### src/hw/sct_pkg.sv
// Package for the synchronous DRAM command-timing block: command codes,
// latencies, reset values and the packed carriers shared by its modules.
// Assumes a single 100 MHz clock and a command bus driven by a controller.
package sct_pkg;

    localparam int CLK_PERIOD_NS = 10;
    localparam int DQ_W          = 32;
    localparam int MASK_W        = 4;
    localparam int ADDR_W        = 12;
    localparam int BANK_W        = 2;
    localparam int AP_BIT        = 10;
    localparam int BYTE_W        = 8;
    // CAS latency field of the mode word, placed by this block
    localparam int CL_LO         = 4;
    localparam int CL_HI         = 5;

    localparam int COLUMN_CMD_SPACING  = 1;
    localparam int CLKEN_ENTRY_LATENCY = 1;
    localparam int CLKEN_EXIT_LATENCY  = 1;
    localparam int WRITE_MASK_LATENCY  = 0;
    localparam int READ_MASK_FLOAT_LATENCY = 2;
    localparam int WRITE_CMD_TO_DATA_DELAY = 0;

    localparam logic [1:0] CAS_LAT_RESET = 2'h3;
    localparam logic [1:0] CAS_LAT_MIN   = 2'h1;

    // Command encodings as {select_n, row_n, col_n, wen_n}
    localparam logic [3:0] CMD_INHIBIT = 4'h8;
    localparam logic [3:0] CMD_NOP     = 4'h7;
    localparam logic [3:0] CMD_ACTIVE  = 4'h3;
    localparam logic [3:0] CMD_READ    = 4'h5;
    localparam logic [3:0] CMD_WRITE   = 4'h4;
    localparam logic [3:0] CMD_STOP    = 4'h6;
    localparam logic [3:0] CMD_PRECHG  = 4'h2;
    localparam logic [3:0] CMD_REFRESH = 4'h1;
    localparam logic [3:0] CMD_MODE    = 4'h0;

    localparam logic [3:0] NUM_BANKS_RESET = 4'h0;

    typedef struct packed {
        logic [3:0]        code;
        logic [BANK_W-1:0] bank;
        logic [ADDR_W-1:0] addr;
        logic [MASK_W-1:0] mask;
        logic [DQ_W-1:0]   wdata;
    } sct_cmd_t;

    typedef struct packed {
        logic [BANK_W-1:0] bank;
        logic [ADDR_W-1:0] addr;
        logic              auto_pre;
        logic [MASK_W-1:0] mask;
        logic [DQ_W-1:0]   data;
    } sct_wr_t;

    typedef enum logic [1:0] {
        SCT_RUN,
        SCT_SUSPEND,
        SCT_SELF_REFRESH
    } sct_pwr_t;

endpackage : sct_pkg

### src/hw/sct_skid.sv
// Two-entry buffer with valid and ready on both sides.
// Assumes both sides run on clk; ready on the input drops only when full.
`timescale 1ns/10ps
`default_nettype none
module sct_skid #(
    parameter int W = 8
) (
    input  wire logic         clk,
    input  wire logic         nrst,
    input  wire logic         in_valid,
    output logic              in_ready,
    input  wire logic [W-1:0] in_data,
    output logic              out_valid,
    input  wire logic         out_ready,
    output logic [W-1:0]      out_data
);
    logic [W-1:0] mem_q [2];
    logic         wp_q;
    logic         rp_q;
    logic [1:0]   cnt_q;
    wire          push = in_valid && in_ready;
    wire          pop  = out_valid && out_ready;

    assign in_ready  = (cnt_q != 2'h2);
    assign out_valid = (cnt_q != 2'h0);
    assign out_data  = mem_q[rp_q];

    always_ff @(posedge clk) begin
        if (!nrst) begin
            wp_q  <= 1'b0;
            rp_q  <= 1'b0;
            cnt_q <= 2'h0;
        end else begin
            if (push) begin
                mem_q[wp_q] <= in_data;
                wp_q        <= ~wp_q;
            end
            if (pop) begin
                rp_q <= ~rp_q;
            end
            cnt_q <= cnt_q + {1'b0, push} - {1'b0, pop};
        end
    end
endmodule : sct_skid
`default_nettype wire

### src/hw/sct_core.sv
// Device-side command and data-mask timing of a four-bank synchronous DRAM.
// Assumes the controller keeps every spacing that binds it; commands come
// on one clock, already synchronous. Accepted writes leave through a buffer.
//
// Functional notes
// - Device accepts a READ, or a WRITE while the write buffer has room, on every clock cycle.
// - Device suspends one clock after clock enable sampled low; this block ignores commands other than REFRESH on that same edge.
// - Device resumes and accepts commands one clock after clock enable high.
// - Write mask gates same-edge input data; high mask blocks that byte.
// - Read mask high floats those data outputs two clocks later.
// - Precharge interrupting read: data driven CAS-latency clocks, then float.
// - Refresh code is auto refresh with clock enable high, self refresh low.
// - Address bit 10 high on READ or WRITE selects auto precharge.
`timescale 1ns/10ps
`default_nettype none
module sct_core #(
    parameter int DQ_WIDTH = sct_pkg::DQ_W
) (
    input  wire logic                          clk,
    input  wire logic                          nrst,
    input  wire logic                          clken,
    input  wire sct_pkg::sct_cmd_t             cmd,
    input  wire logic [sct_pkg::DQ_W-1:0]      rd_data,
    output logic [sct_pkg::DQ_W-1:0]           dq_out,
    output logic [sct_pkg::MASK_W-1:0]         dq_oe,
    output logic                               wr_valid,
    input  wire logic                          wr_ready,
    output sct_pkg::sct_wr_t                   wr_word,
    output logic                               wr_stall,
    output logic                               self_refresh,
    output logic                               suspended,
    output logic                               refresh_pulse,
    output logic                               mode_loaded,
    output logic [sct_pkg::BANK_W+1:0]         open_banks,
    output logic [1:0]                         cas_lat
);
    import sct_pkg::*;

    // Expands one mask bit per byte into a keep mask over the data word
    function automatic logic [DQ_W-1:0] lane_mask(input logic [MASK_W-1:0] m);
        logic [DQ_W-1:0] r;
        r = '0;
        for (int i = 0; i < MASK_W; i++) begin
            r[i*BYTE_W +: BYTE_W] = {BYTE_W{~m[i]}};
        end
        return r;
    endfunction : lane_mask

    sct_pwr_t        pwr_q;
    sct_pwr_t        pwr_d;
    logic            clken_q;
    logic [3:0]      bank_open_q;
    logic [1:0]      cl_q;
    logic            mode_q;
    logic            rd_act_q;
    logic [1:0]      float_cnt_q;
    logic [MASK_W-1:0] rmask_p1_q;
    logic [MASK_W-1:0] rmask_p2_q;
    logic [2:0]      rd_pipe_q;
    logic [DQ_W-1:0] dq_q;
    logic [MASK_W-1:0] oe_q;

    // Commands are only honoured while the device is running
    wire running   = (pwr_q == SCT_RUN);
    wire sel       = running && clken && (cmd.code != CMD_INHIBIT);
    wire is_read   = sel && (cmd.code == CMD_READ);
    wire is_write  = sel && (cmd.code == CMD_WRITE);
    wire is_act    = sel && (cmd.code == CMD_ACTIVE);
    wire is_pre    = sel && (cmd.code == CMD_PRECHG);
    wire is_mode   = sel && (cmd.code == CMD_MODE);
    wire is_stop   = sel && (cmd.code == CMD_STOP);
    wire mode_ok   = is_mode && (bank_open_q == NUM_BANKS_RESET);
    // Refresh with clock enable low is self-refresh entry
    wire is_ref    = running && clken_q && (cmd.code == CMD_REFRESH) && clken;
    wire is_sref   = running && clken_q && (cmd.code == CMD_REFRESH) && !clken;
    wire auto_pre  = cmd.addr[AP_BIT];
    wire pre_all   = cmd.addr[AP_BIT];
    wire [1:0] cl_field = cmd.addr[CL_HI:CL_LO];
    wire [1:0] cl_new   = (cl_field < CAS_LAT_MIN) ? CAS_LAT_MIN : cl_field;

    wire in_ready;
    sct_wr_t wr_in;
    assign wr_in.bank     = cmd.bank;
    assign wr_in.addr     = cmd.addr;
    assign wr_in.auto_pre = auto_pre;
    assign wr_in.mask     = cmd.mask;
    assign wr_in.data     = cmd.wdata & lane_mask(cmd.mask);

    // Data taken on the WRITE edge itself, one word per cycle
    sct_skid #(.W($bits(sct_wr_t))) u_buf (
        .clk       (clk),
        .nrst      (nrst),
        .in_valid  (is_write),
        .in_ready  (in_ready),
        .in_data   (wr_in),
        .out_valid (wr_valid),
        .out_ready (wr_ready),
        .out_data  (wr_word)
    );
    // A WRITE met by a full buffer is dropped; the stall flag lets the controller hold off
    assign wr_stall = !in_ready;

    // Clock enable low suspends after one clock; high resumes after one
    always_comb begin
        pwr_d = pwr_q;
        case (pwr_q)
            SCT_RUN: begin
                if (is_sref) begin
                    pwr_d = SCT_SELF_REFRESH;
                end else if (!clken) begin
                    pwr_d = SCT_SUSPEND;
                end
            end
            SCT_SUSPEND: begin
                if (clken) begin
                    pwr_d = SCT_RUN;
                end
            end
            SCT_SELF_REFRESH: begin
                if (clken) begin
                    pwr_d = SCT_RUN;
                end
            end
            default: begin
                pwr_d = SCT_RUN;
            end
        endcase
    end

    always_ff @(posedge clk) begin
        if (!nrst) begin
            pwr_q   <= SCT_RUN;
            clken_q <= 1'b0;
        end else begin
            pwr_q   <= pwr_d;
            clken_q <= clken;
        end
    end

    // Bank state and mode register; mode load ignored unless all idle
    always_ff @(posedge clk) begin
        if (!nrst) begin
            bank_open_q <= NUM_BANKS_RESET;
            cl_q        <= CAS_LAT_RESET;
            mode_q      <= 1'b0;
        end else begin
            if (is_act) begin
                bank_open_q[cmd.bank] <= 1'b1;
            end
            if (is_pre) begin
                if (pre_all) begin
                    bank_open_q <= NUM_BANKS_RESET;
                end else begin
                    bank_open_q[cmd.bank] <= 1'b0;
                end
            end
            if ((is_read || is_write) && auto_pre) begin
                bank_open_q[cmd.bank] <= 1'b0;
            end
            if (mode_ok) begin
                cl_q   <= cl_new;
                mode_q <= 1'b1;
            end
        end
    end

    // Output enable is registered, so it must drop on the edge that ends the float count
    wire last_float = (float_cnt_q == 2'h1);

    // Read path: mask sampled now floats the lane two clocks later
    always_ff @(posedge clk) begin
        if (!nrst) begin
            rmask_p1_q  <= '1;
            rmask_p2_q  <= '1;
            rd_pipe_q   <= 3'h0;
            rd_act_q    <= 1'b0;
            float_cnt_q <= 2'h0;
            dq_q        <= '0;
            oe_q        <= '0;
        end else begin
            rmask_p1_q <= cmd.mask;
            rmask_p2_q <= rmask_p1_q;
            rd_pipe_q  <= {rd_pipe_q[1:0], is_read};
            if (rd_pipe_q[cl_q - 2'h1]) begin
                rd_act_q <= 1'b1;
            end
            // Precharge during a read keeps data for CAS-latency clocks
            if (is_pre && rd_act_q) begin
                float_cnt_q <= cl_q;
            end else if (float_cnt_q != 2'h0) begin
                float_cnt_q <= float_cnt_q - 2'h1;
                if (float_cnt_q == 2'h1) begin
                    rd_act_q <= 1'b0;
                end
            end else if (is_stop || is_write) begin
                rd_act_q <= 1'b0;
            end
            dq_q <= rd_data;
            oe_q <= (rd_act_q && !suspended && !last_float) ? ~rmask_p2_q : '0;
        end
    end

    assign dq_out        = dq_q;
    assign dq_oe         = oe_q;
    assign suspended     = (pwr_q == SCT_SUSPEND);
    assign self_refresh  = (pwr_q == SCT_SELF_REFRESH);
    assign refresh_pulse = is_ref;
    assign mode_loaded   = mode_q;
    assign open_banks    = bank_open_q;
    assign cas_lat       = cl_q;
endmodule : sct_core
`default_nettype wire

### config.mk
export PLATFORM = sky130hd
export DESIGN_NAME = sct_core
export DESIGN_NICKNAME = d
export VERILOG_FILES = /design/src/hw/sct_pkg.sv /design/src/hw/sct_skid.sv /design/src/hw/sct_core.sv
export SDC_FILE = /design/constraint.sdc
export NUM_CORES = 1
export LEC_CHECK = 0
export ABC_AREA = 1
export BUFFER_PORTS_ARGS = -buffer_cell sky130_fd_sc_hd__buf_2
export CORE_MARGIN = 10
export CORE_UTILIZATION = 36
export DETAILED_ROUTE_END_ITERATION = 10
export GPL_ROUTABILITY_DRIVEN = 0
export SETUP_SLACK_MARGIN = 0.15
export SYNTH_ARGS = -nofsm -noshare
export SYNTH_HDL_FRONTEND = slang
export SYNTH_SLANG_ARGS = --single-unit
### constraint.sdc
create_clock -name clk -period 9.35 [get_ports clk]
set_input_delay 0.935 -clock clk [delete_from_list [all_inputs] [get_ports clk]]
set_output_delay 0.935 -clock clk [all_outputs]
set_load 0.02 [all_outputs]
==> metrics.txt <==
status=finished, final reports clean; FMAX=0.333 GHz; r2r worst-path depth=8; slew margin rel.=26.5%; CP bufs+invs=3; CP peak stage delay=0.76 ns; hold path start=rmask_p2_q[1]$_SDFF_PN1_; initial drt markers=130; Post-CTS Setup Repair Bufs=0; worst setup path startpoint=nrst; Synth Instances=531; Final min period=3.00 ns; FF-to-FF Start=pwr_q[1]$_SDFFE_PN0P_; Reg clk slew, reported paths=0.06 ns; worst path cell trace=buf_2 > inv_1 > nor2_1 > nand2_1 > inv_2; GRT Overall Usage=12.2%; CTS H-tree depth=4; Worst Path Required=9.37 ns; first-pass GRT wire length=23000 um; die area=23100 um2; global-route met1 utilization=14.3%; via count of the first global-routing pass=4512; max-slew violations=0; period utilization=32.1%; Cells on Worst Hold Path=1; initial antenna violation count=0; synth-to-layout area growth=27.8%; Core Box Area=17200 um2; routed vias/inst=4.31; total clock sinks=165; WL/cell=14.6 um; ANT nets after route=0; Hold Crit Class=flip-flop to flip-flop; leakage power=0.00375 uW; prevailing post-synth register cell=edfxtp_1; Routed WL=14000 um; pwr dens=215 nW/um2; layout cells sized above 1=39.7%; Clock Path Buffers=2; Worst-Skew Late Latency=0.41 ns; Die Span X=152 um; antenna cell count=0; Vias=4139; met3 Use GR=5.76%; num ports=189; Residual DRC=0; Final TNS setup=0 ns; Setup CP Type=input pin to flip-flop; Final HPWL DP=10300 um; Mapped Area=6270 um2; pin count of the biggest net entering global routing=51; Yosys cell types=28; post_cts resized=0; drt pass-1 iters=4; Fin. Hold Viols=0; Mapped Nets=628; Post-synth EDFFs=100; worst-path fanout max=50; clk_skew=0.0115 ns; flop-to-flop setup slack=6.75 ns; Peak VDD IR=123 uV; asr flop ratio synth=0%; Port Buf Inserts=188; crit path max-delay cell type=inv_2; Max-Cap Viols=0; CTS buffer count=17; GRT Max-Usage Layer=met2; Worst Hold Path EP=dq_oe[1]$_SDFF_PN0_; RSZ-0062 raised after global routing=no; Overflow after GRT=0; Top delay family on crit path=buffers and inverters; Slew @ Worst Pin=1.10 ns; Power, Total=1720 uW; Nets=820; Setup crit end kind=flip-flop; CP arrival=3.02 ns; die height=152 um; Worst setup SP type=input pin; flops & latches, synth=165; RR Endpoint=u_buf.mem_q[0][50]$_DFFE_PP_; commonest cells after routing, fill and taps aside=buf_2, edfxtp_1, inv_1; yosys warns=0; register area share after synthesis=68.7%; commonest non-fill, non-tap cell in the layout=buf_2; Mean Syn Cell Area=11.8 um2; Setup Viol. Count Final=0; met2 Track Usage GR=20.1%; root buffer cell=clkbuf_16; hold_buf cts=0; initial core utilization=36.5%; CTS tree=done; # rows=48
[how the worst max path moves through the flow]
stage	to	cells after the start
floorplan	u_buf.mem_q[1][0]$_DFFE_PP_	4
global placement	u_buf.mem_q[0][25]$_DFFE_PP_	5
detailed placement	u_buf.mem_q[0][24]$_DFFE_PP_	5
CTS	u_buf.mem_q[0][1]$_DFFE_PP_	5
global route	u_buf.mem_q[0][0]$_DFFE_PP_	5
finish	u_buf.mem_q[0][50]$_DFFE_PP_	5
[flip-flops by register name, summed over array words and instances, names as in the netlist, 2 cells and up, named ones only]
signal / count
dq_oe: 4
dq_out: 32
rmask_p1_q: 4
rd_pipe_q: 3
float_cnt_q: 2
u_buf.cnt_q: 2
cas_lat: 2
pwr_q: 2
u_buf.mem_q: 100
open_banks: 4
rmask_p2_q: 4
[worst register-to-register path: cells and delay by family (launching register included)]
family	cells	cell delay [ns]
AND/OR/NAND/NOR	4	0.63
flip-flops	1	0.33
adder cells (fa/ha/maj)	1	0.21
buffers and inverters	3	0.97
[cells in the mapped netlist (all sizes together), types with 8 or more instances]
library cell | n | area [um2]
inv | 99 | 372
nand3 | 9 | 55.1
a21oi | 11 | 66.3
nor2 | 72 | 293
buf | 8 | 45.0
or2 | 8 | 50.1
clkbuf | 9 | 33.8
mux2 | 50 | 563
dfxtp | 65 | 1300
nand2 | 75 | 292
edfxtp | 100 | 3000
[layer usage]
metal	wire [um]	vias up
li1	-	2077
met3	1200	7
met4	65	0
met1	6050	1911
met2	6710	144
met5	0	-
[area by class of cell]
cell class	instances	area [um2]
flip-flops and latches	165	4310
repair buffers	190	956
well taps	225	282
clock buffers	26	514
inverters	100	375
multi-input cells	249	1510
clock inverters	6	66.3
fillers	1660	9160
[per-stage QoR]
stage               setup WS [ns]  hold slack [ns]  area [um2]  cells  util, %
global placement             5.86            0.375        7430    929     43.3
floorplan                    4.14            0.368        6270    531        -
finish                       6.35            0.389        8010    961     46.6
global route                 6.04            0.411        8010    961     46.6
CTS                          6.25            0.387        8010    961     46.6
detailed placement           5.82            0.376        7430    929     43.3
[where the power goes]
group	switching [uW]	internal, uW	total, uW
clock network	258	409	667
logic	154	102	256
registers	8.09	791	799
total	421	1300	1720
[cells by family (layout without fill, tap and decap cells)]
family / after synthesis / after routing / synth area share [%]
DFF: 165 / 165 / 68.7
buffers and inverters: 117 / 322 / 7.25
adders and majority gates: 7 / 7 / 1.40
and+or+nand+nor: 170 / 170 / 11.6
AOI/OAI and AO/OA: 20 / 20 / 1.84
muxes: 50 / 50 / 8.98
xor gates and xnor gates: 2 / 2 / 0.280
(Power assumes the default switching activity.)
